`src/inc/nvsram_host_pkg.sv`:
```
package nvsram_host_pkg;
  localparam int ADDR_W = 13;
  localparam int DATA_W = 8;
  localparam int CLK_MHZ = 25;
  localparam logic [ADDR_W-1:0] SEQ_A0 = 13'h0000;
  localparam logic [ADDR_W-1:0] SEQ_A1 = 13'h1555;
  localparam logic [ADDR_W-1:0] SEQ_A2 = 13'h0AAA;
  localparam logic [ADDR_W-1:0] SEQ_A3 = 13'h1FFF;
  localparam logic [ADDR_W-1:0] SEQ_A4 = 13'h10F0;
  localparam logic [ADDR_W-1:0] SEQ_STORE = 13'h0F0F;
  localparam logic [ADDR_W-1:0] SEQ_RECALL = 13'h0F0E;
  localparam int SEQ_LEN = 6;
  // strobe timing: least pulse and cycle times, rounded up to whole cycles
  localparam int CS_PULSE_NS = 45;
  localparam int CYCLE_NS = 55;
  localparam int CLK_NS = 1000 / CLK_MHZ;
  localparam int CS_PULSE_CYC = (CS_PULSE_NS + CLK_NS - 1) / CLK_NS;
  localparam int CYCLE_CYC = (CYCLE_NS + CLK_NS - 1) / CLK_NS;
  localparam int STORE_DURATION_MS = 10;
  localparam int RECALL_DURATION_US = 20;
  localparam int STORE_CYC = STORE_DURATION_MS * 1000 * CLK_MHZ;
  localparam int RECALL_CYC = RECALL_DURATION_US * CLK_MHZ;
  localparam logic [1:0] OP_READ = 2'h0;
  localparam logic [1:0] OP_WRITE = 2'h1;
  localparam logic [1:0] OP_STORE = 2'h2;
  localparam logic [1:0] OP_RECALL = 2'h3;
endpackage : nvsram_host_pkg

```
`src/hdl/nvsram_host_ctrl.sv`:
```
// Notes on behaviour
// prefix reads 0000,1555,0AAA,1FFF,10F0 in order
// sixth read 0F0F starts store
// sixth read 0F0E starts recall
// write strobe stays high during command
// other access between steps aborts sequence
// output gate irrelevant to command sequence
// each step is its own chip-select pulse
// short minimum-width pulse still counts
// repeated same-address pulses break sequence
// device busy, host sends nothing meanwhile
// no ordinary access during nonvolatile cycle
// store erases then programs, inside device
// store done after at most 10 ms
// recall clears then copies, repeatable
// power-up recall, wait 20 us first
// low supply stops store, not recall
// hold write strobe high through power-up
// read: select and gate low, write high
// continuous read follows address changes
// write: select and write low, address stable
// gate high during writes
// broken sequence restarts at 0000
module nvsram_host_ctrl
  import nvsram_host_pkg::*;
#(
  parameter int STORE_WAIT  = STORE_CYC,
  parameter int RECALL_WAIT = RECALL_CYC
) (
  input  wire logic              clk_i,
  input  wire logic              rst_i,
  // user request port
  input  wire logic              req_valid_i,
  input  wire logic [1:0]        req_op_i,
  input  wire logic [ADDR_W-1:0] req_addr_i,
  input  wire logic [DATA_W-1:0] req_wdata_i,
  output logic                   req_ready_o,
  output logic                   rsp_valid_o,
  output logic [DATA_W-1:0]      rsp_rdata_o,
  output logic                   nv_busy_o,
  // supply indications
  input  wire logic              power_good_i,
  input  wire logic              low_supply_i,
  // memory pins
  output logic [ADDR_W-1:0]      address_bus_o,
  output logic                   chip_sel_n_o,
  output logic                   write_n_o,
  output logic                   out_gate_n_o,
  input  wire logic [DATA_W-1:0] data_bus_i,
  output logic [DATA_W-1:0]      data_bus_o,
  output logic                   data_bus_oe_o
);
  localparam int TW = 24;
  initial begin
    if (STORE_WAIT < 1 || RECALL_WAIT < 1 || STORE_WAIT >= (1 << TW) ||
        RECALL_WAIT >= (1 << TW))
      $error("wait counts out of range");
  end

  typedef enum logic [5:0] {
    ST_PWRUP  = 6'h01,
    ST_IDLE   = 6'h02,
    ST_STROBE = 6'h04,
    ST_GAP    = 6'h08,
    ST_NVWAIT = 6'h10,
    ST_SEQ    = 6'h20
  } state_t;

  function automatic logic [ADDR_W-1:0] seq_addr(input logic [2:0] idx,
                                                 input logic is_store);
    case (idx)
      3'h0: seq_addr = SEQ_A0;
      3'h1: seq_addr = SEQ_A1;
      3'h2: seq_addr = SEQ_A2;
      3'h3: seq_addr = SEQ_A3;
      3'h4: seq_addr = SEQ_A4;
      default: seq_addr = is_store ? SEQ_STORE : SEQ_RECALL;
    endcase
  endfunction : seq_addr

  state_t            st_q, st_d;
  logic [1:0]        op_q, op_d;
  logic [2:0]        step_q, step_d;
  logic [7:0]        cnt_q, cnt_d;
  logic [ADDR_W-1:0] addr_q, addr_d;
  logic [DATA_W-1:0] wd_q, wd_d, rd_q, rd_d;
  logic              cs_q, cs_d, we_q, we_d, oe_q, oe_d, doe_q, doe_d;
  logic              rdy_q, rdy_d, rv_q, rv_d, nvb_q, nvb_d;
  logic              t_load, t_busy, t_done, pg_q;
  logic [TW-1:0]     t_val;

  nvsram_wait_timer #(.CNT_W(TW)) u_timer (
    .clk_i   (clk_i),
    .rst_i   (rst_i),
    .load_i  (t_load),
    .value_i (t_val),
    .busy_o  (t_busy),
    .done_o  (t_done)
  );

  always_comb begin
    st_d = st_q; op_d = op_q; step_d = step_q; cnt_d = cnt_q;
    addr_d = addr_q; wd_d = wd_q; rd_d = rd_q;
    cs_d = cs_q; we_d = we_q; oe_d = oe_q; doe_d = doe_q;
    rdy_d = 1'b0; rv_d = 1'b0; nvb_d = nvb_q;
    t_load = 1'b0; t_val = '0;
    case (st_q)
      ST_PWRUP: begin
        // write held high so the power-up recall cannot corrupt data
        we_d = 1'b1;
        if (power_good_i && !pg_q) begin
          t_load = 1'b1;
          t_val = TW'(RECALL_WAIT);
          nvb_d = 1'b1;
          st_d = ST_NVWAIT;
        end
      end
      ST_IDLE: begin
        rdy_d = 1'b1;
        if (req_valid_i && rdy_q) begin
          rdy_d = 1'b0;
          op_d = req_op_i;
          wd_d = req_wdata_i;
          step_d = '0;
          cnt_d = '0;
          if (req_op_i == OP_STORE && low_supply_i) begin
            rv_d = 1'b1;
          end else if (req_op_i == OP_READ || req_op_i == OP_WRITE) begin
            addr_d = req_addr_i;
            cs_d = 1'b0;
            we_d = (req_op_i != OP_WRITE);
            oe_d = (req_op_i != OP_READ);
            doe_d = (req_op_i == OP_WRITE);
            st_d = ST_STROBE;
          end else begin
            // each step is a separate read pulse, write kept high
            addr_d = SEQ_A0;
            cs_d = 1'b0;
            we_d = 1'b1;
            oe_d = 1'b1;
            nvb_d = 1'b1;
            st_d = ST_STROBE;
          end
        end
      end
      ST_STROBE: begin
        cnt_d = cnt_q + 8'h01;
        if (cnt_q >= 8'(CS_PULSE_CYC - 1)) begin
          cs_d = 1'b1;
          we_d = 1'b1;
          oe_d = 1'b1;
          cnt_d = '0;
          if (op_q == OP_READ) rd_d = data_bus_i;
          st_d = ST_GAP;
        end
      end
      ST_GAP: begin
        doe_d = 1'b0;
        cnt_d = cnt_q + 8'h01;
        if (cnt_q >= 8'(CYCLE_CYC - CS_PULSE_CYC)) begin
          cnt_d = '0;
          if (op_q == OP_READ || op_q == OP_WRITE) begin
            rv_d = 1'b1;
            st_d = ST_IDLE;
          end else if (step_q == 3'(SEQ_LEN - 1)) begin
            // device is deaf now; nothing goes out until it is done
            t_load = 1'b1;
            t_val = TW'((op_q == OP_STORE) ? STORE_WAIT : RECALL_WAIT);
            st_d = ST_NVWAIT;
          end else begin
            step_d = step_q + 3'h1;
            st_d = ST_SEQ;
          end
        end
      end
      ST_SEQ: begin
        // distinct address each step so no repeat breaks it
        addr_d = seq_addr(step_q, op_q == OP_STORE);
        cs_d = 1'b0;
        st_d = ST_STROBE;
      end
      ST_NVWAIT: begin
        // erase/program and clear/copy run inside the device
        if (t_done) begin
          nvb_d = 1'b0;
          // power-up recall has no requester, so no response then
          if (op_q != OP_READ && op_q != OP_WRITE) rv_d = 1'b1;
          st_d = ST_IDLE;
        end
      end
      default: st_d = ST_PWRUP;
    endcase
  end

  always_ff @(posedge clk_i or posedge rst_i) begin
    if (rst_i) begin
      st_q <= ST_PWRUP; op_q <= OP_READ; step_q <= '0; cnt_q <= '0;
      addr_q <= '0; wd_q <= '0; rd_q <= '0; cs_q <= 1'b1; we_q <= 1'b1;
      oe_q <= 1'b1; doe_q <= 1'b0; rdy_q <= 1'b0; rv_q <= 1'b0;
      nvb_q <= 1'b0; pg_q <= 1'b0;
    end else begin
      st_q <= st_d; op_q <= op_d; step_q <= step_d; cnt_q <= cnt_d;
      addr_q <= addr_d; wd_q <= wd_d; rd_q <= rd_d; cs_q <= cs_d;
      we_q <= we_d; oe_q <= oe_d; doe_q <= doe_d; rdy_q <= rdy_d;
      rv_q <= rv_d; nvb_q <= nvb_d; pg_q <= power_good_i;
    end
  end

  assign req_ready_o = rdy_q;
  assign rsp_valid_o = rv_q;
  assign rsp_rdata_o = rd_q;
  assign nv_busy_o = nvb_q;
  assign address_bus_o = addr_q;
  assign chip_sel_n_o = cs_q;
  assign write_n_o = we_q;
  assign out_gate_n_o = oe_q;
  assign data_bus_o = wd_q;
  assign data_bus_oe_o = doe_q;

  AST_SEQ_WRITE_HIGH: assert property (@(posedge clk_i) disable iff (rst_i)
    (nvb_q && !chip_sel_n_o) |-> write_n_o)
    else $error("write low in command");
  AST_NO_ACCESS_BUSY: assert property (@(posedge clk_i) disable iff (rst_i)
    (st_q == ST_NVWAIT) |-> chip_sel_n_o)
    else $error("access while busy");
  AST_PULSE_WIDTH: assert property (@(posedge clk_i) disable iff (rst_i)
    $fell(chip_sel_n_o) |-> !chip_sel_n_o[*2])
    else $error("select pulse short");
  AST_WRITE_GATE: assert property (@(posedge clk_i) disable iff (rst_i)
    !write_n_o |-> out_gate_n_o && data_bus_oe_o)
    else $error("gate low in write");
  AST_READ_NO_DRIVE: assert property (@(posedge clk_i) disable iff (rst_i)
    (!out_gate_n_o) |-> !data_bus_oe_o && write_n_o)
    else $error("drive during read");
  AST_FIRST_STEP: assert property (@(posedge clk_i) disable iff (rst_i)
    (nvb_q && $fell(chip_sel_n_o) && step_q == 3'h0 && st_q == ST_STROBE)
    |-> address_bus_o == SEQ_A0)
    else $error("bad first step");
  AST_ADDR_STABLE: assert property (@(posedge clk_i) disable iff (rst_i)
    (!chip_sel_n_o && !$fell(chip_sel_n_o)) |-> $stable(address_bus_o))

    else $error("address moved");
  AST_NO_STORE_LOW: assert property (@(posedge clk_i) disable iff (rst_i)
    (rdy_q && req_valid_i && req_op_i == OP_STORE && low_supply_i)
    |=> chip_sel_n_o)
    else $error("store under low supply");
  AST_TIMER_RUN: assert property (@(posedge clk_i) disable iff (rst_i)
    (st_q == ST_NVWAIT && !t_done) |-> t_busy)
    else $error("wait timer idle while waiting");
  COV_STORE: cover property (@(posedge clk_i) disable iff (rst_i)
    st_q == ST_NVWAIT && op_q == OP_STORE);
  COV_RECALL: cover property (@(posedge clk_i) disable iff (rst_i)
    st_q == ST_NVWAIT && op_q == OP_RECALL);
  COV_WRITE: cover property (@(posedge clk_i) disable iff (rst_i)
    !write_n_o);
endmodule : nvsram_host_ctrl

```
`src/hdl/nvsram_wait_timer.sv`:
```
module nvsram_wait_timer
  import nvsram_host_pkg::*;
#(
  parameter int CNT_W = 24
) (
  input  wire logic             clk_i,
  input  wire logic             rst_i,
  // start with a load value, done pulses when it runs out
  input  wire logic             load_i,
  input  wire logic [CNT_W-1:0] value_i,
  output logic                  busy_o,
  output logic                  done_o
);
  logic [CNT_W-1:0] cnt_q, cnt_d;
  logic             busy_q, busy_d, done_q, done_d;

  always_comb begin
    cnt_d = cnt_q;
    busy_d = busy_q;
    done_d = 1'b0;
    if (load_i) begin
      cnt_d = value_i;
      busy_d = 1'b1;
    end else if (busy_q) begin
      if (cnt_q <= CNT_W'(1)) begin
        busy_d = 1'b0;
        done_d = 1'b1;
      end else begin
        cnt_d = cnt_q - CNT_W'(1);
      end
    end
  end

  always_ff @(posedge clk_i or posedge rst_i) begin
    if (rst_i) begin
      cnt_q <= '0;
      busy_q <= 1'b0;
      done_q <= 1'b0;
    end else begin
      cnt_q <= cnt_d;
      busy_q <= busy_d;
      done_q <= done_d;
    end
  end

  assign busy_o = busy_q;
  assign done_o = done_q;
endmodule : nvsram_wait_timer

```
`config.mk`:
```
export PLATFORM = sky130hd
export DESIGN_NAME = nvsram_host_ctrl
export DESIGN_NICKNAME = d
export VERILOG_FILES = /design/src/inc/nvsram_host_pkg.sv /design/src/hdl/nvsram_host_ctrl.sv /design/src/hdl/nvsram_wait_timer.sv
export SDC_FILE = /design/constraint.sdc
export NUM_CORES = 1
export LEC_CHECK = 0
export BUFFER_PORTS_ARGS = -buffer_cell sky130_fd_sc_hd__buf_4
export CAP_MARGIN = 20
export CORE_AREA = 2 2 94 87
export CTS_BUF_LIST = sky130_fd_sc_hd__clkbuf_2
export DETAILED_ROUTE_END_ITERATION = 8
export DIE_AREA = 0 0 96 89
export MAX_ROUTING_LAYER = met4
export PLACE_DENSITY = 0.8
export RECOVER_POWER = 50
export SLEW_MARGIN = 20
export SYNTH_ARGS = -nofsm -noshare
export SYNTH_HDL_FRONTEND = slang
export SYNTH_SLANG_ARGS = --single-unit
```
`constraint.sdc`:
```
create_clock -name clk_i -period 3.1 [get_ports clk_i]
set_input_delay 0.465 -clock clk_i [delete_from_list [all_inputs] [get_ports clk_i]]
set_output_delay 0.465 -clock clk_i [all_outputs]
set_load 0.01 [all_outputs]
```
# [Yosys cells after proc, flatten, opt, wreduce, memory -nomap -nowiden]
# Cells that the tools add are included.
[totals] elab_cells=159 ff_bits=82
[op_classes] magnitude_cmp=3 mux=75 n_reduce_logical=32 n_addsub=3 eq_ne=28
[ops] op="two-way mux 18 bit" count=4
[ops] op="two-way mux 24 bit" count=3
[ops] op="one-hot mux 13 bit (5 select lines)" count=1
[ops] op="two-way mux 6 bit" count=8
[ops] op="two-way mux 13 bit" count=3
[ops] op="two-way mux 1 bit" count=36
[ops] op="one-hot mux 18 bit (2 select lines)" count=1
[ops] op="one-hot mux 6 bit (6 select lines)" count=1
[ops] op="one-hot mux 13 bit (2 select lines)" count=1
[ops] op="less-or-equal comparator 24 x 1 -> 1 bit, second input constant" count=1
[ops] op="two-way mux 8 bit" count=3
[ops] op="one-hot mux 8 bit (3 select lines)" count=1
[ops] op="subtractor 24 x 1 -> 24 bit, second input constant" count=1
[ops] op="!= test 2 bit, second input constant" count=10
[ops] op=">= comparator 8 x 1 -> 1 bit, second input constant" count=2
[ops] op="AND reduction 4 bit" count=4
[ops] op="two-way mux 3 bit" count=4
[ops] op="one-hot mux 1 bit (3 select lines)" count=4
[ops] op="AND reduction 6 bit" count=2
[ops] op="nonzero test 2 bit" count=6
[ops] op="nonzero test 3 bit" count=4
[ops] op="two-way mux 9 bit" count=1
[ops] op="adder 8 x 1 -> 8 bit, second input constant" count=1
[ops] op="equality test 3 x 2 -> 1 bit, second input constant" count=2
[ops] op="other kinds (22)" count=37

# [Longest topological paths before layout]
# Gate-level depths: netlist of the first run.
[logic_depth] depth_word=7 mapped_depth=9 mapped_depth_nobuf=7

# [Cells and area by module]
# From an unflattened synthesis of the first run, not the netlist that was laid out.
[unflattened] hier_cells=433 area_unflattened_um2=4575.6
[modules_own_cells] module="nvsram_host_ctrl" cells_each=260 area_per_inst_um2=2904.0 instances=1 seq_area_each_um2=1406.3
[modules_own_cells] module="nvsram_wait_timer" cells_each=173 area_per_inst_um2=1671.6 instances=1 seq_area_each_um2=650.6

# [Least setup slack after synthesis of the first run]
# Ideal clock, no wire load.
[synth_timing] path_type="reg-to-reg" startpoint="register u_timer.cnt_q[16]" endpoint="register u_timer.cnt_q[16]" arrival_ps=1951 t_required_ps=2982 stages_incl_launch_ff=7 slack_ps=1030 setup_time_ps=118 cell_sequence="dfrtp_1 -> or4_1 -> nor4_4 -> a21o_4 -> buf_6 -> a22oi_2 -> o2bb2a_4"
[synth_between] elab_chain_cells=4 elab_cells_between_ends=7 cone_classes="add/sub (1); order compare (1); eq/ne (1); mux (3); reduce/logical (1)"
[synth_rtl] item="start, declared" line_no="nvsram_wait_timer.sv:14" text="logic [CNT_W-1:0] cnt_q, cnt_d;"
[synth_rtl] item="start signal, assigned" line_no="nvsram_wait_timer.sv:40" text="cnt_q <= cnt_d;"
[synth_rtl] item="subtractor 24 x 1 -> 24 bit" line_no="nvsram_wait_timer.sv:29" text="cnt_d = cnt_q - CNT_W'(1);"
[synth_rtl] item="two-way mux 24 bit" line_no="nvsram_wait_timer.sv:25" text="if (cnt_q <= CNT_W'(1)) begin"
[synth_rtl] item="two-way mux 24 bit" line_no="nvsram_wait_timer.sv:24" text="end else if (busy_q) begin"
[synth_rtl] item="two-way mux 24 bit" line_no="nvsram_wait_timer.sv:21" text="if (load_i) begin"
# Parallel ways exist; a longest one is shown, timed or not. The select of a mux whose other input is x is not followed.
# A chain may end at the register's enable or synchronous reset.

# [Worst setup path in the final report of the first run]
[layout_timing] startpoint="register st_q[0]" endpoint="register u_timer.cnt_q[12]"
[layout_between] elab_chain_cells=4 elab_cells_between_ends=8 cone_classes="eq/ne (3); mux (3); reduce/logical (2)"
[layout_rtl] item="start, declared" line_no="nvsram_host_ctrl.sv:81" text="state_t st_q, st_d;"
[layout_rtl] item="start signal, assigned" line_no="nvsram_host_ctrl.sv:202" text="st_q <= st_d; op_q <= op_d; step_q <= step_d; cnt_q <= cnt_d;"
[layout_rtl] item="equality test 6 x 4 -> 1 bit or equality test 6 x 1 -> 1 bit (tied branches)" line_no="nvsram_host_ctrl.sv:107" text="case (st_q)"
[layout_rtl] item="one-hot mux 1 bit (2 select lines)" line_no="nvsram_host_ctrl.sv:107"
[layout_rtl] item="!= test 2 bit (no source line) or nonzero test 2 bit (tied branches)"
[layout_rtl] item="AND reduction 2 bit (no source line)"
# Parallel ways exist; a longest one is shown, timed or not.

==> impl_metrics.toml, run 1 <==
[yosys]
syn_inst = 417
post_synth_fa_ha_maj_area_fraction_pct = 2.92
synth-edff-count = 0
yosys-top-cells-count = "78 x dfrtp_1, 45 x a21oi_1, 40 x nor2_1"
synth_top_area_share_pct = 45.5
synth_nets = 463
synth_seq_cells = 82
synth_most_common_cell = "dfrtp_1"
ys_seq_area_share_pct = 48.0
synth_area_leaders = "dfrtp_1 46%, a21oi_1 5.3%, mux2_2 4.7%"
synthSimpleGateAreaFrac_pct = 22.1
synthMuxAreaShare_pct = 4.73
ys.flop_type = "dfrtp_1"
async_flop_share_pct = 100
synth_compound_area_share_pct = 17.5
synth.distinct_cells = 70
synth_area_per_cell_um2 = 10.3
ys_warn_count = 0
synth_xor_area_share_pct = 1.43
synth_area_mm2 = 0.00429
post-synth-top-area-cell = "dfrtp_1"
synth_top_family_by_area = "simple AND/OR/NAND/NOR gates"

[hold_path]
worstHoldStart = "req_wdata_i[4]"
min_path_type = "input pin to flip-flop"
holdPathStages = 2
hold_end = "data_bus_o[4]$_DFFE_PP0P_"

[cells_and_area]
antennaDiodeCount = 0
nFillCells = 611
final-seq-area_mm2 = 0.00206
stdcell_count = 590
area_growth_pct = 16.5
fin_area_mm2 = 0.00499
fin_nets = 535
drive_gt1_share_pct = 25.1
multi_input_area_mm2 = 0.00208

[timing]
maxSlewViolCount = 40
hold_viol = 0
whs_ns = 0.135
post-route-min-period_ns = 2.52
worst_clock_skew_ns = 0.0111
relSlewSlack_pct = -19.4
worst_slack_ns = 0.578
post-route-period-util_pct = 81.4
worst_pin_slew_ns = 1.78
fmax_mhz = 396
finalSetupViolations = 0
rsz0062_at_grt = "false"
timing.setup.tns_ns = 0

[setup_path]
timing.rr.end = "u_timer.cnt_q[12]$_DFFE_PP0P_"
crit_slowest_cell = "nor4b_1"
endpoint_kind = "flip-flop"
path_max_fanout = 16
worstPathRequired_ns = 3.59
r2r_slack_ns = 0.58
crit_chain = "nor4b_1, nand3_1, and2_1, a22o_1, a22oi_1"
reg2reg_from = "st_q[0]$_DFFE_PP1P_"
start_kind = "flip-flop"
crit_arrival_ns = 3.01
worstSetupPathType = "flip-flop to flip-flop"
worstRegToRegCells = 5
slowest_delay_ns = 0.72

[power]
seqPwrFrac_pct = 53.1
swShare_pct = 30.7
combPwrFrac_pct = 19.1
p_switching_mw = 0.706
clkPwrFrac_pct = 27.8
p_int_mw = 1.60
p_leak_nw = 2.26
powerDensity_mw_per_mm2 = 461
peakVddDrop_mv = 0.266

[clock_tree]
cts_resized = 0
cts_tree = "done"
clk_pin_slew_ns = 0.22
clock-root-buffer = "clkbuf_2"
clock-sinks = 82
clockBufferDepth = 2
cts_setup_buffers = 0
numCtsBuffers = 9
htree_levels = 3
cts_hold_buf = 2
clkLatencyLatePin_ns = 0.54

[global_routing]
grt_pass1_vias = 3342
grt_pass1_wl_um = 15900
grt-ovfl-total = 0
antenna_found_initial = 0
grtUsageTotal_pct = 25.1
grt_max_degree = 44

[placed_design]
hpwl_um = 7120
io_buffers = 71
place_area_mm2 = 0.00489
gp_congestion = 0.955
post-place-ws_ns = 0.789
dp_cells = 572

[route]
ant_nets = 0
first_pass_iters = 5
routed_wl_um = 9740
vias_per_cell = 6.00
vias = 3540
drc = 0
drt_iter0_markers = 186
wl_per_cell_um = 16.5

[floorplanning]
core-area_mm2 = 0.00747
num_rows = 30
boundaryPins = 72
die_h_um = 89
die_w_um = 96
initial_core_util_pct = 57.4
dieArea_mm2 = 0.00854

[outcome]
outcome = "complete, but fails checks"
violations = "capacitance limit, slew limit"

[job]
cap_viol_max_count = 1
-- logic make-up (layout without fill, tap and decap cells) --
| group | Yosys count | in the layout |
|---|---|---|
| AOI/OAI and AO/OA | 113 | 113 |
| buffers and inverters | 30 | 107 |
| muxes | 18 | 18 |
| and+or+nand+nor | 157 | 157 |
| DFF | 82 | 82 |
| adders and majority gates | 10 | 10 |
| xor gates and xnor gates | 7 | 7 |
-- how the worst max path moves through the flow --
stage	start	endpoint	slack, ns
after floorplan	rst_i	address_bus_o[0]$_DFFE_PP0P_	0.53
final	st_q[0]$_DFFE_PP1P_	u_timer.cnt_q[12]$_DFFE_PP0P_	0.58
after detailed placement	u_timer.cnt_q[0]$_DFFE_PP0P_	u_timer.cnt_q[16]$_DFFE_PP0P_	0.79
after CTS	st_q[1]$_DFFE_PP0P_	data_bus_oe_o$_DFFE_PP0P_	0.74
after global routing	st_q[0]$_DFFE_PP1P_	u_timer.cnt_q[12]$_DFFE_PP0P_	0.33
after global placement	st_q[1]$_DFFE_PP0P_	data_bus_oe_o$_DFFE_PP0P_	0.89
-- cell type report --
cell class                 instances  share of cell area, %
multi-input combinational        305                   41.7
tap                               96                   2.40
timing repair buffer              77                   10.9
clock inverter                     7                   1.88
sequential                        82                   41.2
clock buffer                       9                  0.902
inverter                          14                   1.08
-- through the flow --
| step | util [%] | power, mW |
|---|---|---|
| global route | 66.9 | 2.43 |
| CTS | 67.7 | 2.33 |
| detailed placement | 65.5 | 1.68 |
| floorplan | - | 1.53 |
| finish | 66.9 | 2.30 |
| global placement | 65.5 | 1.66 |
-- sequential cells by signal, indices dropped and copies added (netlist names) --
name	flops
u_timer.cnt_q	24
address_bus_o	13
cnt_q	8
data_bus_o	8
rsp_rdata_o	8
st_q	6
step_q	3
op_q	2
chip_sel_n_o	1
data_bus_oe_o	1
nv_busy_o	1
out_gate_n_o	1
pg_q	1
req_ready_o	1
rsp_valid_o	1
u_timer.busy_o	1
u_timer.done_o	1
write_n_o	1
-- power groups by stage --
| stage | clock network, mW | registers (mW) | logic, mW |
|---|---|---|---|
| after detailed placement | 0 | 1.24 | 0.444 |
| after CTS | 0.657 | 1.22 | 0.448 |
| after global placement | 0 | 1.23 | 0.428 |
| after floorplan | 0 | 1.22 | 0.310 |
| after global routing | 0.708 | 1.23 | 0.489 |
| final | 0.640 | 1.22 | 0.440 |
-- worst max-delay path: cells and delay by family, from the launching register on --
kind	cells	cell delay, ns
and+or+nand+nor	3	1.35
DFF	1	0.65
AOI/OAI and AO/OA	2	0.46
-- placed cells by master (no fill, tap or decap), types with 6 or more instances in the layout --
master    netlist  final
buf_4           0     58
or4_1           6      6
ha_1           10     10
nor3_1         13     13
o21ai_0        13     13
inv_1          14     13
nand3_1        12     12
o31ai_1         7      7
a21oi_1        45     45
and2_1          6      6
clkbuf_2        1      9
dfrtp_1        78     78
nand2_1        24     24
clkbuf_1        8     14
nor2_1         40     40
mux2_2         18     18
xnor2_1         6      6
-- routing by layer --
layer | routed length, um | vias up | GRT usage, %
met5 | 0 | - | -
met4 | 133 | 0 | 8.83
met3 | 527 | 12 | 5.48
met2 | 4900 | 102 | 39.3
met1 | 4190 | 1741 | 32.4
li1 | - | 1685 | -
No activity file was read; power rests on OpenSTA's default activity.
==> inputs of run 2 (changes only) <==
- ABC_AREA: not set -> 1
- CORE_AREA: 2 2 94 87 -> 2 2 96 89
- DIE_AREA: 0 0 96 89 -> 0 0 98 91
- PLACE_DENSITY: 0.8 -> 0.81
- clock period: 3.1 -> 2.35 ns (I/O delays scaled with it)
==> impl_metrics.toml, run 2 <==
[global_routing]
grtUsageTotal_pct = 26.4
antenna_found_initial = 0
grt-ovfl-total = 0
grt_pass1_vias = 4202
grt_pass1_wl_um = 19000
grt_max_degree = 43

[clock_tree]
clock-sinks = 82
clock-root-buffer = "clkbuf_2"
cts_resized = 0
cts_setup_buffers = 0
cts_hold_buf = 18
clkLatencyLatePin_ns = 0.56
htree_levels = 3
clockBufferDepth = 2
numCtsBuffers = 9
clk_pin_slew_ns = 0.25
cts_tree = "done"

[setup_path]
critPathLaunch = "st_q[4]$_DFFE_PP0P_"
worstRegToRegCells = 7
crit_buf_inv = 1
crit_arrival_ns = 2.54
crit_path_frequent_cell = "nor2_1"
worstPathRequired_ns = 2.83
path_max_fanout = 13
setup.worst_path.end = "cnt_q[0]$_DFFE_PP0P_"
cp_top_family = "simple AND/OR/NAND/NOR gates"
endpoint_kind = "flip-flop"
timing.rr.end = "cnt_q[0]$_DFFE_PP0P_"
worstSetupPathType = "flip-flop to flip-flop"
reg2reg_from = "st_q[4]$_DFFE_PP0P_"
slowest_delay_ns = 0.52
start_kind = "flip-flop"
crit_chain = "nor2_4, nand3_1, nor2_1, inv_1, nand3_2, nor2_1, a21oi_1"
cp.depth = 7
r2r_slack_ns = 0.29
crit_slowest_cell = "dfrtp_1"

[cells_and_area]
area_growth_pct = 18.9
layout_common_cells = "260 x nand2_1, 78 x dfrtp_1, 67 x nor2_1"
drive_gt1_share_pct = 15.2
fin_nets = 759
antennaDiodeCount = 0
stdcell_count = 817
regMostFlops = "u_timer.cnt_q"
largest_reg_flops = 24
final_common_cell = "nand2_1"

[route]
routed_wl_um = 10900
vias_per_cell = 5.25
wl_per_cell_um = 13.3
drt_iter0_markers = 209
ant_nets = 0
drc = 0
vias = 4286
first_pass_iters = 5

[floorplanning]
core-area_mm2 = 0.00787
dieArea_mm2 = 0.00892
die_h_um = 91
boundaryPins = 72
die_w_um = 98
initial_core_util_pct = 57.7
num_rows = 31

[placed_design]
dp_cells = 782
hpwl_um = 7870
gp_congestion = 0.941
io_buffers = 71

[timing]
worst_pin_slew_ns = 1.19
relSlewSlack_pct = 20.1
finalSetupViolations = 0
timing.setup.tns_ns = 0
post-route-period-util_pct = 87.8
worst_clock_skew_ns = 0.0344
rsz0062_at_grt = "false"
hold_viol = 0
post-route-min-period_ns = 2.06
fmax_mhz = 484
maxSlewViolCount = 0

[yosys]
synth_seq_cells = 82
synth_area_leaders = "dfrtp_1 43%, nand2_1 21%, nor2_1 5.5%"
ys_seq_area_share_pct = 45.3
ys.flop_type = "dfrtp_1"
async_flop_share_pct = 100
synth_most_common_cell = "nand2_1"
yosys-top-cells-count = "260 x nand2_1, 78 x dfrtp_1, 67 x nor2_1"
synth_area_per_cell_um2 = 7.37
synth_nets = 663
synth.distinct_cells = 37
post-synth-top-area-cell = "dfrtp_1"
synth-edff-count = 0
syn_inst = 617
ys_warn_count = 0
synth_area_mm2 = 0.00454
synth_top_area_share_pct = 43.0

[power]
p_leak_nw = 2.99
peakVddDrop_mv = 0.572
powerDensity_mw_per_mm2 = 765
fin_total_pwr_mw = 4.13

[outcome]
outcome = "finished clean"

[hold_path]
min_path_type = "input pin to flip-flop"

[job]
cap_viol_max_count = 0
## run 2: cells by family (layout without fill, tap and decap cells)
logic type | count (synthesis) | after routing | synth area share, %
AOI/OAI and AO/OA | 36 | 36 | 4.63
xor gates and xnor gates | 8 | 8 | 1.54
adders and majority gates | 10 | 10 | 2.75
buffers and inverters | 68 | 169 | 6.72
DFF | 82 | 82 | 45.3
and+or+nand+nor | 413 | 413 | 39.1
## run 2: worst min path at each step
stage,slack (ns),endpoint,from,cells after the start
2_1_floorplan,0.38,pg_q$_DFF_PP0_,power_good_i,0
3_3_place_gp,0.44,data_bus_o[0]$_DFFE_PP0P_,rst_i,2
3_5_place_dp,0.45,data_bus_o[0]$_DFFE_PP0P_,rst_i,2
4_1_cts,0.01,req_ready_o$_DFF_PP0_,req_valid_i,4
5_1_grt,0.03,address_bus_o[5]$_DFFE_PP0P_,req_addr_i[5],5
6_report,0.08,address_bus_o[5]$_DFFE_PP0P_,req_addr_i[5],5
## run 2: layout make-up
type	instances	area [um2]
repair buffers	95	717
well taps	99	124
inverters	58	224
multi-input cells	467	2180
clock inverters	7	57.6
clock buffers	9	45.0
fillers	669	2470
flip-flops and latches	82	2060
## run 2: report_power, final
part	internal [mW]	switching, mW
registers	1.68	0.224
logic	0.567	0.957
clock network	0.158	0.548
total	2.40	1.73
## run 2: through the flow
step	hold slack, ns	area [um2]	util (%)	setup WS (ns)
after global placement	0.439	5170	65.7	0.493
after detailed placement	0.452	5170	65.7	0.355
final	0.0842	5400	68.6	0.286
after CTS	0.0134	5460	69.3	0.311
after floorplan	0.384	4550	-	0.733
after global routing	0.0310	5400	68.6	0.114
## run 2: routing by layer
metal	vias to the layer above	GRT usage, %	wire [um]
met5	-	-	0
met4	0	4.98	115
met3	14	6.70	639
met2	143	44.1	5240
met1	2007	33.1	4860
li1	2122	-	-
## run 2: tightest hold or removal path: cells and delay by family
kind	cells	cell delay (ns)
simple gates	4	0.17
buf+inv	1	0.08
